### config.mk
export PLATFORM = sky130hd
export DESIGN_NAME = spief_serial_unit
export DESIGN_NICKNAME = d
export VERILOG_FILES = /design/src/logic/spief_pkg.sv /design/src/logic/spief_tick_gen.sv /design/src/logic/spief_serial_unit.sv
export VERILOG_INCLUDE_DIRS = /design/src /design/src/logic
export SDC_FILE = /design/constraint.sdc
export NUM_CORES = 1
export LEC_CHECK = 0
export BUFFER_PORTS_ARGS = -buffer_cell sky130_fd_sc_hd__buf_4
export CAP_MARGIN = 10
export CORE_MARGIN = 1
export CORE_UTILIZATION = 40
export CTS_CLUSTER_DIAMETER = 40
export CTS_CLUSTER_SIZE = 25
export DETAILED_ROUTE_END_ITERATION = 7
export HOLD_SLACK_MARGIN = 0.03
export SYNTH_ARGS = -nofsm -noshare
export SYNTH_HDL_FRONTEND = slang
export SYNTH_SLANG_ARGS = --single-unit
### constraint.sdc
create_clock -name core_clk -period 2.7 [get_ports core_clk]
set_input_delay 0.27 -clock core_clk [delete_from_list [all_inputs] [get_ports core_clk]]
set_output_delay 0.27 -clock core_clk [all_outputs]
set_load 0.005 [all_outputs]
### src/logic/spief_defines.svh
// Register offsets, field positions, reset values and codes of the serial unit
`ifndef SPIEF_DEFINES_SVH
`define SPIEF_DEFINES_SVH

// ****************************************
// Register byte offsets
// ****************************************
`define SPIEF_OFS_CTRL    8'h00
`define SPIEF_OFS_MODE    8'h04
`define SPIEF_OFS_STATUS  8'h08
`define SPIEF_OFS_TXDATA  8'h0C
`define SPIEF_OFS_RXDATA  8'h10
`define SPIEF_OFS_PORT    8'h14
`define SPIEF_OFS_DIV     8'h18

// ****************************************
// Field positions
// ****************************************
`define SPIEF_CTRL_TXIE   7
`define SPIEF_CTRL_RXIE   6
`define SPIEF_CTRL_TXEN   5
`define SPIEF_CTRL_RXEN   4
`define SPIEF_CTRL_TENDIE 2
`define SPIEF_CTRL_CSHI   1
`define SPIEF_CTRL_CSLO   0
`define SPIEF_MODE_SYNC   7
`define SPIEF_MODE_PAREN  5
`define SPIEF_MODE_PARODD 4
`define SPIEF_ST_TXEMPTY  7
`define SPIEF_ST_RXFULL   6
`define SPIEF_ST_OVERRUN  5
`define SPIEF_ST_FRAMING  4
`define SPIEF_ST_PARITY   3
`define SPIEF_ST_TXEND    2
`define SPIEF_PORT_DATA   0
`define SPIEF_PORT_DIR    1

// ****************************************
// Reset values, timing and bus codes
// ****************************************
`define SPIEF_CTRL_RST    8'h00
`define SPIEF_MODE_RST    8'h00
`define SPIEF_PORT_RST    8'h00
`define SPIEF_DIV_RST     8'h0F
`define SPIEF_OVERSAMPLE  16
`define SPIEF_MID_TICK    4'h7
`define SPIEF_LAST_TICK   4'hF
`define SPIEF_HALF_TICK   4'h8
`define SPIEF_RESP_OKAY   2'h0
`define SPIEF_RESP_SLVERR 2'h2

`endif

### src/logic/spief_pkg.sv
// Types shared by the serial unit modules
package spief_pkg;

  typedef enum logic [4:0] {
    TX_IDLE  = 5'b00001,
    TX_START = 5'b00010,
    TX_DATA  = 5'b00100,
    TX_PAR   = 5'b01000,
    TX_STOP  = 5'b10000
  } spief_tx_e;

  typedef enum logic [1:0] {
    RX_IDLE = 2'b01,
    RX_RUN  = 2'b10
  } spief_rx_e;

endpackage

### src/logic/spief_tick_gen.sv
// Sampling tick divider: one pulse every divisor+1 clocks
`timescale 1ns/1ps
module spief_tick_gen #(
  parameter int W = 8
) (
  input  wire logic         core_clk,
  input  wire logic         rstn,
  input  wire logic [W-1:0] divisor,
  input  wire logic         run,
  output logic              tick
);

  logic [W-1:0] count;

  // ****************************************
  // Down counter, reloaded when stopped so the first tick is a full period
  // ****************************************
  always_ff @(posedge core_clk or negedge rstn) begin
    if (!rstn) begin
      count <= '0;
      tick  <= 1'b0;
    end else if (!run) begin
      count <= divisor;
      tick  <= 1'b0;
    end else if (count == '0) begin
      count <= divisor;
      tick  <= 1'b1;
    end else begin
      count <= count - W'(1);
      tick  <= 1'b0;
    end
  end

endmodule

### src/logic/spief_serial_unit.sv
// Serial unit: AXI4-Lite registers, transmitter, receiver, flags and interrupts
//
// Local design decisions: the AXI4-Lite slave port and the address map.
`timescale 1ns/1ps
`include "spief_defines.svh"

// Overview of operation
// - Four sources share one interrupt output
// - Transmit-empty request when flag and enable set
// - Transmit-end request when flag and enable set
// - Transmit-empty flag resets to one
// - Transmit-end flag resets to one
// - Receive-full request when flag and enable set
// - Error request when any error flag set and receive interrupt enable (RXIE) set
// - Data write clears empty; shift load sets
// - Data writes always accepted, overwrite pending byte
// - Overrun sets flag, received byte not transferred
// - Framing/parity errors still transfer the byte
// - Errors leave receive-full; read clears it
// - Break keeps receiving, framing flag sets again
// - Transmit disable resets transmitter, pin to port
// - Sync transmit blocked while error flags set
// - Receive disable keeps error flags
// - Async receive at 16x, start on any low sample
// - Data bits latched at eighth sampling tick
// - Frame end with full flag means overrun
// - Receive data read clears receive-full flag
// - Clock pin low briefly when released
// - Sync data pin high one cycle released
// - Empty at last bit sets end, holds level
module spief_serial_unit #(
  parameter int DIV_W = 8
) (
  input  wire logic        core_clk,
  input  wire logic        rstn,
  input  wire logic [7:0]  s_axi_awaddr,
  input  wire logic        s_axi_awvalid,
  output logic             s_axi_awready,
  input  wire logic [31:0] s_axi_wdata,
  input  wire logic [3:0]  s_axi_wstrb,
  input  wire logic        s_axi_wvalid,
  output logic             s_axi_wready,
  output logic [1:0]       s_axi_bresp,
  output logic             s_axi_bvalid,
  input  wire logic        s_axi_bready,
  input  wire logic [7:0]  s_axi_araddr,
  input  wire logic        s_axi_arvalid,
  output logic             s_axi_arready,
  output logic [31:0]      s_axi_rdata,
  output logic [1:0]       s_axi_rresp,
  output logic             s_axi_rvalid,
  input  wire logic        s_axi_rready,
  input  wire logic        rxdPin,
  output logic             txdOut,
  output logic             txdOe,
  output logic             sckOut,
  output logic             sckOe,
  output logic             rxFullIrq,
  output logic             txEmptyIrq,
  output logic             txEndIrq,
  output logic             rxErrorIrq,
  output logic             irqOut
);

  // ****************************************
  // Registers and state
  // ****************************************
  logic [7:0]            ctrlReg;
  logic [7:0]            modeReg;
  logic [7:0]            portReg;
  logic [DIV_W-1:0]      divReg;
  logic [7:0]            txData;
  logic [7:0]            rxData;
  logic                  txEmpty;
  logic                  txEnd;
  logic                  rxFull;
  logic                  overrun;
  logic                  framing;
  logic                  parityErr;
  logic                  awHave;
  logic                  wHave;
  logic [7:0]            awAddr;
  logic [7:0]            wData;
  logic                  wLane0;
  spief_pkg::spief_tx_e  txState;
  spief_pkg::spief_rx_e  rxState;
  logic [3:0]            txPhase;
  logic [2:0]            txIdx;
  logic [7:0]            txShift;
  logic                  txPar;
  logic                  txLine;
  logic [3:0]            rxPhase;
  logic [3:0]            rxIdx;
  logic [7:0]            rxShift;
  logic                  rxParBit;
  logic                  rxDone;
  logic                  rxFrameBad;
  logic                  rxParBad;
  logic                  rxdMeta;
  logic                  rxdSync;
  logic                  txEnPrev;
  logic                  sckDrvPrev;
  logic                  sampleTick;

  // ****************************************
  // Control field decode
  // ****************************************
  wire txEnable   = ctrlReg[`SPIEF_CTRL_TXEN];
  wire rxEnable   = ctrlReg[`SPIEF_CTRL_RXEN];
  wire syncMode   = modeReg[`SPIEF_MODE_SYNC];
  wire parEnable  = modeReg[`SPIEF_MODE_PAREN] & ~syncMode;
  wire parOdd     = modeReg[`SPIEF_MODE_PARODD];
  wire anyErr     = overrun | framing | parityErr;
  wire clkSelHi   = ctrlReg[`SPIEF_CTRL_CSHI];

  // ****************************************
  // Bus decode
  // ****************************************
  wire doWrite    = awHave & wHave & ~s_axi_bvalid;
  wire wrLane     = doWrite & wLane0;
  wire wrCtrl     = wrLane & (awAddr == `SPIEF_OFS_CTRL);
  wire wrMode     = wrLane & (awAddr == `SPIEF_OFS_MODE);
  wire wrStatus   = wrLane & (awAddr == `SPIEF_OFS_STATUS);
  wire wrTxData   = wrLane & (awAddr == `SPIEF_OFS_TXDATA);
  wire wrPort     = wrLane & (awAddr == `SPIEF_OFS_PORT);
  wire wrDiv      = wrLane & (awAddr == `SPIEF_OFS_DIV);
  wire wAddrOk    = (awAddr == `SPIEF_OFS_CTRL) | (awAddr == `SPIEF_OFS_MODE) |
                    (awAddr == `SPIEF_OFS_STATUS) | (awAddr == `SPIEF_OFS_TXDATA) |
                    (awAddr == `SPIEF_OFS_RXDATA) | (awAddr == `SPIEF_OFS_PORT) |
                    (awAddr == `SPIEF_OFS_DIV);
  wire rdTake     = s_axi_arvalid & s_axi_arready;
  wire rdRxData   = rdTake & (s_axi_araddr == `SPIEF_OFS_RXDATA);
  wire [7:0] statusView = {txEmpty, rxFull, overrun, framing, parityErr, txEnd, 2'b00};
  wire [7:0] rdByte =
    (s_axi_araddr == `SPIEF_OFS_CTRL)   ? ctrlReg :
    (s_axi_araddr == `SPIEF_OFS_MODE)   ? modeReg :
    (s_axi_araddr == `SPIEF_OFS_STATUS) ? statusView :
    (s_axi_araddr == `SPIEF_OFS_TXDATA) ? txData :
    (s_axi_araddr == `SPIEF_OFS_RXDATA) ? rxData :
    (s_axi_araddr == `SPIEF_OFS_PORT)   ? portReg :
    (s_axi_araddr == `SPIEF_OFS_DIV)    ? 8'(divReg) : 8'h00;
  wire rAddrOk    = (s_axi_araddr == `SPIEF_OFS_CTRL) | (s_axi_araddr == `SPIEF_OFS_MODE) |
                    (s_axi_araddr == `SPIEF_OFS_STATUS) | (s_axi_araddr == `SPIEF_OFS_TXDATA) |
                    (s_axi_araddr == `SPIEF_OFS_RXDATA) | (s_axi_araddr == `SPIEF_OFS_PORT) |
                    (s_axi_araddr == `SPIEF_OFS_DIV);

  // ****************************************
  // Transmit sequencing terms
  // ****************************************
  wire txBitEnd   = sampleTick & (txPhase == `SPIEF_LAST_TICK);
  wire txLastBit  = (txState == spief_pkg::TX_STOP) |
                    ((txState == spief_pkg::TX_DATA) & syncMode & (txIdx == 3'h7));
  // Never load in the cycle of a data write, so the fresh byte is not lost
  wire txReady    = ~txEmpty & ~wrTxData & ~(syncMode & anyErr);
  wire txTake     = txReady & ((txState == spief_pkg::TX_IDLE) | (txBitEnd & txLastBit));
  wire txFinish   = txBitEnd & txLastBit & txEmpty;
  wire syncSample = syncMode & rxEnable & (txState == spief_pkg::TX_DATA) &
                    sampleTick & (txPhase == `SPIEF_MID_TICK);
  wire sckDrive   = syncMode & ~clkSelHi & (txEnable | rxEnable);
  wire sckOwned   = syncMode & (clkSelHi | txEnable | rxEnable);
  wire sckLine    = ~((txState == spief_pkg::TX_DATA) & syncMode & (txPhase < `SPIEF_HALF_TICK));

  spief_tick_gen #(
    .W       (DIV_W)
  ) u_tick (
    .core_clk(core_clk),
    .rstn    (rstn),
    .divisor (divReg),
    .run     (txEnable | rxEnable),
    .tick    (sampleTick)
  );

  // ****************************************
  // Receive pin synchroniser
  // ****************************************
  always_ff @(posedge core_clk or negedge rstn) begin
    if (!rstn) begin
      rxdMeta <= 1'b1;
      rxdSync <= 1'b1;
    end else begin
      rxdMeta <= rxdPin;
      rxdSync <= rxdMeta;
    end
  end

  // ****************************************
  // AXI4-Lite write channels; one write in flight at a time
  // ****************************************
  always_ff @(posedge core_clk or negedge rstn) begin
    if (!rstn) begin
      awHave        <= 1'b0;
      wHave         <= 1'b0;
      awAddr        <= 8'h00;
      wData         <= 8'h00;
      wLane0        <= 1'b0;
      s_axi_awready <= 1'b1;
      s_axi_wready  <= 1'b1;
      s_axi_bvalid  <= 1'b0;
      s_axi_bresp   <= `SPIEF_RESP_OKAY;
    end else begin
      if (s_axi_awvalid && s_axi_awready) begin
        awHave        <= 1'b1;
        awAddr        <= s_axi_awaddr;
        s_axi_awready <= 1'b0;
      end
      if (s_axi_wvalid && s_axi_wready) begin
        wHave        <= 1'b1;
        wData        <= s_axi_wdata[7:0];
        wLane0       <= s_axi_wstrb[0];
        s_axi_wready <= 1'b0;
      end
      if (doWrite) begin
        awHave       <= 1'b0;
        wHave        <= 1'b0;
        s_axi_bvalid <= 1'b1;
        s_axi_bresp  <= wAddrOk ? `SPIEF_RESP_OKAY : `SPIEF_RESP_SLVERR;
      end else if (s_axi_bvalid && s_axi_bready) begin
        s_axi_bvalid  <= 1'b0;
        s_axi_awready <= 1'b1;
        s_axi_wready  <= 1'b1;
      end
    end
  end

  // ****************************************
  // AXI4-Lite read channel; data reads as zero above the low byte
  // ****************************************
  always_ff @(posedge core_clk or negedge rstn) begin
    if (!rstn) begin
      s_axi_arready <= 1'b1;
      s_axi_rvalid  <= 1'b0;
      s_axi_rdata   <= 32'h0000_0000;
      s_axi_rresp   <= `SPIEF_RESP_OKAY;
    end else if (rdTake) begin
      s_axi_arready <= 1'b0;
      s_axi_rvalid  <= 1'b1;
      s_axi_rdata   <= {24'h00_0000, rdByte};
      s_axi_rresp   <= rAddrOk ? `SPIEF_RESP_OKAY : `SPIEF_RESP_SLVERR;
    end else if (s_axi_rvalid && s_axi_rready) begin
      s_axi_rvalid  <= 1'b0;
      s_axi_arready <= 1'b1;
    end
  end

  // ****************************************
  // Software control registers
  // ****************************************
  always_ff @(posedge core_clk or negedge rstn) begin
    if (!rstn) begin
      ctrlReg <= `SPIEF_CTRL_RST;
      modeReg <= `SPIEF_MODE_RST;
      portReg <= `SPIEF_PORT_RST;
      divReg  <= DIV_W'(`SPIEF_DIV_RST);
      txData  <= 8'h00;
    end else begin
      if (wrCtrl) ctrlReg <= wData;
      if (wrMode) modeReg <= wData;
      if (wrPort) portReg <= wData;
      if (wrDiv) divReg <= DIV_W'(wData);
      if (wrTxData) txData <= wData;
    end
  end

  // ****************************************
  // Status flags: hardware set wins over a same-cycle clear
  // ****************************************
  always_ff @(posedge core_clk or negedge rstn) begin
    if (!rstn) begin
      txEmpty   <= 1'b1;
      txEnd     <= 1'b1;
      rxFull    <= 1'b0;
      overrun   <= 1'b0;
      framing   <= 1'b0;
      parityErr <= 1'b0;
      rxData    <= 8'h00;
    end else begin
      // Transfer into the shift register empties the holding byte
      txEmpty <= txTake | (txEmpty & ~wrTxData);
      txEnd   <= txFinish | (txEnd & ~wrTxData);
      // Only a full holding register turns a finished frame into an overrun
      if (rxDone && !rxFull) begin
        rxData <= rxShift;
      end
      rxFull    <= (rxDone & ~rxFull) | (rxFull & ~rdRxData);
      overrun   <= (rxDone & rxFull) |
                   (overrun & ~(wrStatus & ~wData[`SPIEF_ST_OVERRUN]));
      framing   <= (rxDone & rxFrameBad) |
                   (framing & ~(wrStatus & ~wData[`SPIEF_ST_FRAMING]));
      parityErr <= (rxDone & rxParBad) |
                   (parityErr & ~(wrStatus & ~wData[`SPIEF_ST_PARITY]));
    end
  end

  // ****************************************
  // Transmitter; disable forces idle from any state
  // ****************************************
  always_ff @(posedge core_clk or negedge rstn) begin
    if (!rstn) begin
      txState <= spief_pkg::TX_IDLE;
      txPhase <= 4'h0;
      txIdx   <= 3'h0;
      txShift <= 8'h00;
      txPar   <= 1'b0;
      txLine  <= 1'b1;
    end else if (!txEnable) begin
      txState <= spief_pkg::TX_IDLE;
      txPhase <= 4'h0;
      txIdx   <= 3'h0;
      txLine  <= 1'b1;
    end else begin
      if (sampleTick) txPhase <= txPhase + 4'h1;
      if (txTake) begin
        txShift <= txData;
        txPar   <= (^txData) ^ parOdd;
        txIdx   <= 3'h0;
        txPhase <= 4'h0;
        txState <= syncMode ? spief_pkg::TX_DATA : spief_pkg::TX_START;
      end else begin
        case (txState)
          spief_pkg::TX_IDLE: begin
            txPhase <= 4'h0; // Line keeps its final level while idle
          end
          spief_pkg::TX_START: begin
            txLine <= 1'b0;
            if (txBitEnd) txState <= spief_pkg::TX_DATA;
          end
          spief_pkg::TX_DATA: begin
            txLine <= txShift[0];
            if (txBitEnd) begin
              txShift <= {1'b0, txShift[7:1]};
              txIdx   <= txIdx + 3'h1;
              if (txIdx == 3'h7) begin
                txState <= syncMode ? spief_pkg::TX_IDLE :
                           parEnable ? spief_pkg::TX_PAR : spief_pkg::TX_STOP;
              end
            end
          end
          spief_pkg::TX_PAR: begin
            txLine <= txPar;
            if (txBitEnd) txState <= spief_pkg::TX_STOP;
          end
          spief_pkg::TX_STOP: begin
            txLine <= 1'b1;
            if (txBitEnd) txState <= spief_pkg::TX_IDLE;
          end
          default: begin
            txState <= spief_pkg::TX_IDLE;
          end
        endcase
      end
    end
  end

  // ****************************************
  // Receiver: async frames at 16x, sync bits on clock rising edges
  // ****************************************
  always_ff @(posedge core_clk or negedge rstn) begin
    if (!rstn) begin
      rxState    <= spief_pkg::RX_IDLE;
      rxPhase    <= 4'h0;
      rxIdx      <= 4'h0;
      rxShift    <= 8'h00;
      rxParBit   <= 1'b0;
      rxDone     <= 1'b0;
      rxFrameBad <= 1'b0;
      rxParBad   <= 1'b0;
    end else begin
      rxDone     <= 1'b0;
      rxFrameBad <= 1'b0;
      rxParBad   <= 1'b0;
      if (!rxEnable) begin
        rxState <= spief_pkg::RX_IDLE;
        rxIdx   <= 4'h0;
      end else if (syncMode) begin
        rxState <= spief_pkg::RX_IDLE;
        if (syncSample) begin
          rxShift <= {rxdSync, rxShift[7:1]};
          rxIdx   <= (rxIdx == 4'h7) ? 4'h0 : rxIdx + 4'h1;
          rxDone  <= (rxIdx == 4'h7);
        end
      end else begin
        case (rxState)
          spief_pkg::RX_IDLE: begin
            // Any low sample is taken as the start bit; a held break restarts at once
            if (sampleTick && !rxdSync) begin
              rxState <= spief_pkg::RX_RUN;
              rxPhase <= 4'h0;
              rxIdx   <= 4'h0;
            end
          end
          spief_pkg::RX_RUN: begin
            if (sampleTick) begin
              rxPhase <= rxPhase + 4'h1;
              if (rxPhase == `SPIEF_MID_TICK) begin
                rxIdx <= rxIdx + 4'h1;
                if (rxIdx == 4'h0) begin
                  if (rxdSync) rxState <= spief_pkg::RX_IDLE; // Glitch, not a start bit
                end else if (rxIdx <= 4'h8) begin
                  rxShift <= {rxdSync, rxShift[7:1]};
                end else if (parEnable && rxIdx == 4'h9) begin
                  rxParBit <= rxdSync;
                end else begin
                  rxDone     <= 1'b1;
                  rxFrameBad <= ~rxdSync;
                  rxParBad   <= parEnable & ((^rxShift) ^ rxParBit ^ parOdd);
                  rxState    <= spief_pkg::RX_IDLE;
                end
              end
            end
          end
          default: begin
            rxState <= spief_pkg::RX_IDLE;
          end
        endcase
      end
    end
  end

  // ****************************************
  // Pin drivers with release glitches kept from the serial function
  // ****************************************
  always_ff @(posedge core_clk or negedge rstn) begin
    if (!rstn) begin
      txEnPrev   <= 1'b0;
      sckDrvPrev <= 1'b0;
      txdOut     <= 1'b1;
      txdOe      <= 1'b0;
      sckOut     <= 1'b1;
      sckOe      <= 1'b0;
    end else begin
      txEnPrev   <= txEnable;
      sckDrvPrev <= sckDrive;
      if (syncMode && txEnPrev && !txEnable) begin
        txdOut <= 1'b1;
        txdOe  <= 1'b1;
      end else begin
        txdOut <= txEnable ? txLine : portReg[`SPIEF_PORT_DATA];
        txdOe  <= txEnable | portReg[`SPIEF_PORT_DIR];
      end
      // A single core cycle is the shortest low pulse this clock can make
      if (sckDrvPrev && !sckOwned) begin
        sckOut <= 1'b0;
        sckOe  <= 1'b1;
      end else begin
        sckOut <= sckLine;
        sckOe  <= sckDrive;
      end
    end
  end

  // ****************************************
  // Interrupt requests, all merged onto one line
  // ****************************************
  always_ff @(posedge core_clk or negedge rstn) begin
    if (!rstn) begin
      txEmptyIrq <= 1'b0;
      txEndIrq   <= 1'b0;
      rxFullIrq  <= 1'b0;
      rxErrorIrq <= 1'b0;
      irqOut     <= 1'b0;
    end else begin
      txEmptyIrq <= txEmpty & ctrlReg[`SPIEF_CTRL_TXIE];
      txEndIrq   <= txEnd & ctrlReg[`SPIEF_CTRL_TENDIE];
      rxFullIrq  <= rxFull & ctrlReg[`SPIEF_CTRL_RXIE];
      rxErrorIrq <= anyErr & ctrlReg[`SPIEF_CTRL_RXIE];
      irqOut     <= (txEmpty & ctrlReg[`SPIEF_CTRL_TXIE]) | (txEnd & ctrlReg[`SPIEF_CTRL_TENDIE]) |
                    ((rxFull | anyErr) & ctrlReg[`SPIEF_CTRL_RXIE]);
    end
  end

endmodule

# [Word-level counts from Yosys, hierarchy flattened]
# Index checks and enable logic that the tools add are counted.
[word_totals] register_bits=156 latchBits=0 mem_bits_rw=0 mem_bits_ro=0 inputBits=60 output_inout_bits=50 word_cells=359 n_memories=0
[op_classes] add_sub_neg=5 mul=0 n_div=0 order_cmp=2 n_eq_ne=48 n_shift=0 muxes=111 bitwise_logic=98 n_reduce_logical=41
[op_table] cell="$mux W8" n=19
[op_table] cell="$mux W1" n=50
[op_table] cell="$and A1 B1 Y1" n=48
[op_table] cell="$eq A8 B5 Y1 const B" n=6
[op_table] cell="$mux W4" n=12
[op_table] cell="$mux W5" n=9
[op_table] cell="$eq A8 B4 Y1 const B" n=4
[op_table] cell="$or A1 B1 Y1" n=29
[op_table] cell="$pmux W5 S5" n=1
[op_table] cell="$logic_not A8 Y1" n=3
[op_table] cell="$ne A4 B4 Y1 const B" n=6
[op_table] cell="$mux W2" n=11
[op_table] cell="$reduce_bool A2 Y1" n=11
[op_table] cell="$not A1 Y1" n=18
[op_table] cell="$eq A8 B3 Y1 const B" n=2
[op_table] cell="$pmux W4 S2" n=2
[op_table] cell="$reduce_xor A8 Y1" n=2
[op_table] cell="$mux W3" n=5
[op_table] cell="$ne A5 B5 Y1 const B" n=3
[op_table] cell="$add A4 B1 Y4 const B" n=3
[op_table] cell="$eq A4 B3 Y1 const B" n=3
[op_table] cell="$reduce_and A6 Y1" n=2
[op_table] cell="$logic_and A1 B1 Y1" n=10
[op_table] cell="$reduce_and A5 Y1" n=2
[op_table] cell="30 further kinds" n=44

# [Longest topological paths before layout]
[logic_depth] word_depth=12 ltp_mapped=9

# [Cells and area by module]
# A second synthesis with hierarchy kept.
[unflattened] hier_cells=719 area_unflattened_um2=7712.4
[modules_own_cells] mod="spief_serial_unit" instances=1 cells_per_inst=665 area_each_um2=7149.4 seq_area_each_um2=3648.5
[modules_own_cells] mod="spief_tick_gen" instances=1 cells_per_inst=54 area_each_um2=563.0 seq_area_each_um2=225.2

# [Worst setup path before layout]
# No wires, ideal clock.
[synth_timing] path_kind="reg2reg" start="reg awAddr[0]" end="reg divReg[5]" arrival_ns=1.976 required_time_ns=2.575 slack_ns=0.600 path_stages_with_launch=6 path_buffers=1 path_cell_list="dfrtp_1 > or4_4 > nor4b_4 > and4b_1 > buf_2 > mux2_2"
[synth_between] elab_chain_cells=2
[synth_lines] element="from (decl)" line_no="spief_serial_unit.sv:82" text="logic [7:0] awAddr;"
[synth_lines] element="from (signal assigned)" line_no="spief_serial_unit.sv:203" text="awAddr <= s_axi_awaddr;"
[synth_lines] element="$eq A8 B5 Y1 (no line)"
[synth_lines] element="$and A1 B1 Y1" line_no="spief_serial_unit.sv:126" text="wire wrDiv = wrLane & (awAddr == `SPIEF_OFS_DIV);"
[synth_lines] element="to (signal assigned)" line_no="spief_serial_unit.sv:253" text="divReg <= DIV_W'(`SPIEF_DIV_RST);"
[synth_lines] element="to (signal assigned)" line_no="spief_serial_unit.sv:259" text="if (wrDiv) divReg <= DIV_W'(wData);"
[synth_lines] element="to (decl)" line_no="spief_serial_unit.sv:71" text="logic [DIV_W-1:0] divReg;"
# Every way passes these cells.
# A chain may end at the register's enable or synchronous reset.

# [Worst setup path in the final report]
[layout_timing] start="reg rxState[0]" end="reg rxShift[4]"
[layout_between] elab_chain_cells=3
[layout_lines] element="from (decl)" line_no="spief_serial_unit.sv:86" text="spief_pkg::spief_rx_e rxState;"
[layout_lines] element="from (signal assigned)" line_no="spief_serial_unit.sv:359" text="rxState <= spief_pkg::RX_IDLE;"
[layout_lines] element="from (signal assigned)" line_no="spief_serial_unit.sv:372" text="rxState <= spief_pkg::RX_IDLE;"
[layout_lines] element="from (signal assigned)" line_no="spief_serial_unit.sv:375" text="rxState <= spief_pkg::RX_IDLE;"
[layout_lines] element="$eq A2 B2 Y1" line_no="spief_serial_unit.sv:382" text="case (rxState)"
[layout_lines] element="$reduce_bool A2 Y1 (no line)"
[layout_lines] element="$reduce_and A7 Y1 (no line)"
[layout_lines] element="to (signal assigned)" line_no="spief_serial_unit.sv:377" text="rxShift <= {rxdSync, rxShift[7:1]};"
[layout_lines] element="to (signal assigned)" line_no="spief_serial_unit.sv:399" text="rxShift <= {rxdSync, rxShift[7:1]};"
[layout_lines] element="to (decl)" line_no="spief_serial_unit.sv:94" text="logic [7:0] rxShift;"
# Every way passes these cells.

==> flow_summary.ini <==
[outcome]
status = finished, final reports clean

[critical_path]
crit_chain = inv_1 > ha_1 > nand4b_1 > nor3b_1 > o211ai_1 > mux2_2
timing.rr.start = rxState[0]$_DFFE_PN1P_
path_buf_inv = 1
worstReg2RegEnd = rxShift[4]$_DFFE_PN0P_
critPathArrivalTime_ps = 2670
worstSetupPathType = reg2reg
startpoint_type = flip-flop
crit_fanout = 9
r2r_setup_slack_ps = 340
cp_top_family = compound AO/OA/AOI/OAI gates
end_kind = flip-flop
max_stage_delay_ps = 720
required_ps = 3010
reg2reg_depth = 6
cp_slowest_cell = o211ai_1

[clocking]
clkTransAtPathRegs_ps = 60
cts_buffer_depth = 2
cts_sinks = 154
cts_tree = done
cts_buffers = 17
clockRootBuffer = clkbuf_16
htree_levels = 4
insertion_delay_ps = 430

[timing]
tightest_slew_ps = 904
period_share_pct = 87.6
tns_ps = 0
drv_slew = 0
setup_viol = 0
period_needed_ps = 2360
clock_skew_ps = 8.09
rsz0062_at_grt = no
max_freq_mhz = 423
setup_slack_ps = 336
final_hold_viol_count = 0
maxSlewHeadroom_pct = 39.5

[logic_synthesis]
async_reset_ff_share_pct = 100
synthCells = 696
synth_edf_count = 0
synth-seq-cells = 154
synth_top_area_share_pct = 45.5
synthDistinctLibCells = 70
synth.avg_cell_area_um2 = 10.9
synthFlopType = dfrtp_1
syn_area_mm2 = 0.00760
ys_seq_area_share_pct = 51.0
synthTopCellsByArea = dfrtp_1 (45%), mux2_2 (11%), dfstp_2 (5.5%), o21ai_0 (2.9%), buf_4 (2.6%)
yosysMostFrequentCell = dfrtp_1
synth_common_cells = dfrtp_1 (138), mux2_2 (73), nand2_1 (51), o21ai_0 (44), nor2_1 (42)
synth_warnings = 0
yosys.area.top_type = dfrtp_1

[finish]
nets = 834
area_growth_pct = 16.7
fillCellCount = 1708
drive_gt1_share_pct = 26.6

[place]
hpwl_mm = 12.7
dp_slack_ps = 344
gp_congestion = 0.931
io_buffer_count = 56

[routing]
drt_iter0_markers = 312
drtAntennaViolNets = 0
drt-pass1-iter-count = 4
dr_total_vias = 5385
drcViolationCount = 0
wl_mm = 17.6
wl_per_cell_um = 17.4
avgViaCountPerCell = 5.32

[floorplanning]
std_cell_rows = 50
start_util_pct = 40.8
die_x_um = 140
io_pins = 110
dieArea_mm2 = 0.0195
coreArea_mm2 = 0.0186
die_h_um = 140

[job]
cap_violations = 0

[pwr]
switching_share_pct = 27.0
p_int_uw = 4300
seq_power_share_pct = 48.5
comb_power_share_pct = 12.1
p_clk_share_pct = 39.4
ir_drop_mv = 0.493
powerDensity_mw_per_mm2 = 666
p_leak_uw = 0.00417
switching_power_uw = 1600

[global_route]
grt_overflow_total = 0
grt_max_degree = 65
antenna_found_initial = 0
globalRouteTotalUtil_pct = 19.3
grt_pass1_vias = 5445
grt_pass1_wl_mm = 29.1

[worst_hold_path]
min_to = s_axi_rvalid$_DFFE_PN0P_
worst_hold_path_type = in2reg
min_path_cells = 2
hp-start = s_axi_rready
==> what timing repair did <==
| action | 4_1_cts | 5_1_grt |
|---|---|---|
| resized for setup | 0 | 0 |
| endpoints found under the setup margin | 0 | 0 |
| endpoints found under the hold margin | 62 | 0 |
| hold buffers | 6 | 0 |
| buffers inserted | 0 | 0 |
==> registers in the layout, summed over array words and instances (netlist names), 2 cells and up <==
signal / cells
rxData: 8
divReg: 8
rxPhase: 4
txIdx: 3
awAddr: 8
txShift: 8
ctrlReg: 8
u_tick.count: 8
s_axi_rdata: 8
wData: 8
txPhase: 4
portReg: 8
rxIdx: 4
txState: 5
rxState: 2
txData: 8
rxShift: 8
modeReg: 8
==> kinds of logic (layout without fill, tap and decap cells) <==
family	after synthesis	after routing	synth area share, %
buffers and inverters	73	129	5.06
and+or+nand+nor	197	197	13.8
other	1	27	0.0494
adders and majority gates	10	10	1.65
AOI/OAI and AO/OA	145	145	12.4
muxes	90	90	13.1
DFF	154	154	51.0
xor gates and xnor gates	26	26	3.00
==> power groups by stage <==
stage,Combinational [µW],Sequential (µW),Clock (µW)
5_1_grt,798,2910,2490
3_5_place_dp,714,2900,0
3_3_place_gp,693,2890,0
6_report,712,2860,2330
4_1_cts,725,2860,2370
2_1_floorplan,480,2780,0
==> worst max path at each step <==
stage | slack (ps) | depth (start not counted) | from | to
6_report | 340 | 6 | rxState[0]$_DFFE_PN1P_ | rxShift[4]$_DFFE_PN0P_
5_1_grt | 190 | 6 | rxState[0]$_DFFE_PN1P_ | rxShift[4]$_DFFE_PN0P_
4_1_cts | 310 | 6 | rxState[0]$_DFFE_PN1P_ | rxShift[4]$_DFFE_PN0P_
3_5_place_dp | 340 | 6 | rxState[0]$_DFFE_PN1P_ | rxShift[4]$_DFFE_PN0P_
3_3_place_gp | 380 | 6 | rxState[0]$_DFFE_PN1P_ | rxShift[2]$_DFFE_PN0P_
2_1_floorplan | 600 | 5 | awAddr[0]$_DFFE_PN0P_ | divReg[5]$_DFFE_PN0P_
==> metrics by stage <==
step	hold slack [ps]	cell area, µm²	cells	util, %	power [µW]
after floorplan	-25.6	7690	721	-	3260
after global placement	297	8220	973	44.1	3580
after detailed placement	305	8220	973	44.1	3610
after CTS	35.7	8860	1011	47.5	5960
after global routing	42.5	8860	1011	47.5	6190
final	51.9	8860	1012	47.5	5900
==> area by class of cell <==
type / count / area (µm²) / area share [%]
Clock inverter: 11 / 110 / 1.24
Sequential cell: 154 / 3870 / 43.7
Tap cell: 234 / 293 / 3.30
Inverter: 21 / 78.8 / 0.889
Antenna cell: 1 / 2.50 / 0.0282
Clock buffer: 21 / 470 / 5.31
Timing Repair Buffer: 76 / 602 / 6.79
Multi-Input combinational cell: 494 / 3430 / 38.7
==> layout by cell type, fill, tap and decap left out, types with 4 or more instances in the layout <==
cell / netlist / layout
o21ai_0: 44 / 44
a2bb2oi_1: 9 / 9
a22o_1: 7 / 7
nand2b_1: 8 / 8
clkbuf_16: 0 / 17
conb_1: 1 / 26
mux2_2: 73 / 73
nor3_1: 11 / 11
a21oi_1: 35 / 35
and2_1: 6 / 6
a31oi_1: 6 / 6
dfrtp_1: 138 / 138
or3_1: 10 / 10
nor3b_1: 4 / 4
nor2_1: 42 / 42
nor4_1: 5 / 5
dlygate4sd3_1: 0 / 6
nand2_1: 51 / 51
ha_1: 10 / 10
mux2i_1: 16 / 16
or2_2: 5 / 5
o31ai_1: 4 / 4
xor2_1: 6 / 6
o211ai_1: 6 / 6
nand4_1: 7 / 7
dfstp_2: 16 / 16
buf_4: 26 / 68
xnor2_1: 20 / 20
nand3_1: 11 / 11
inv_1: 21 / 21
nor2b_1: 15 / 15
==> routing by layer <==
metal	global-route usage (%)	up-vias	share of wire, %
li1	-	2593	-
met1	25.1	2623	45
met2	31.3	143	49
met3	4.34	26	3.8
met4	7.35	0	2.1
met5	0	-	0
No activity file was read; power rests on OpenSTA's default activity.
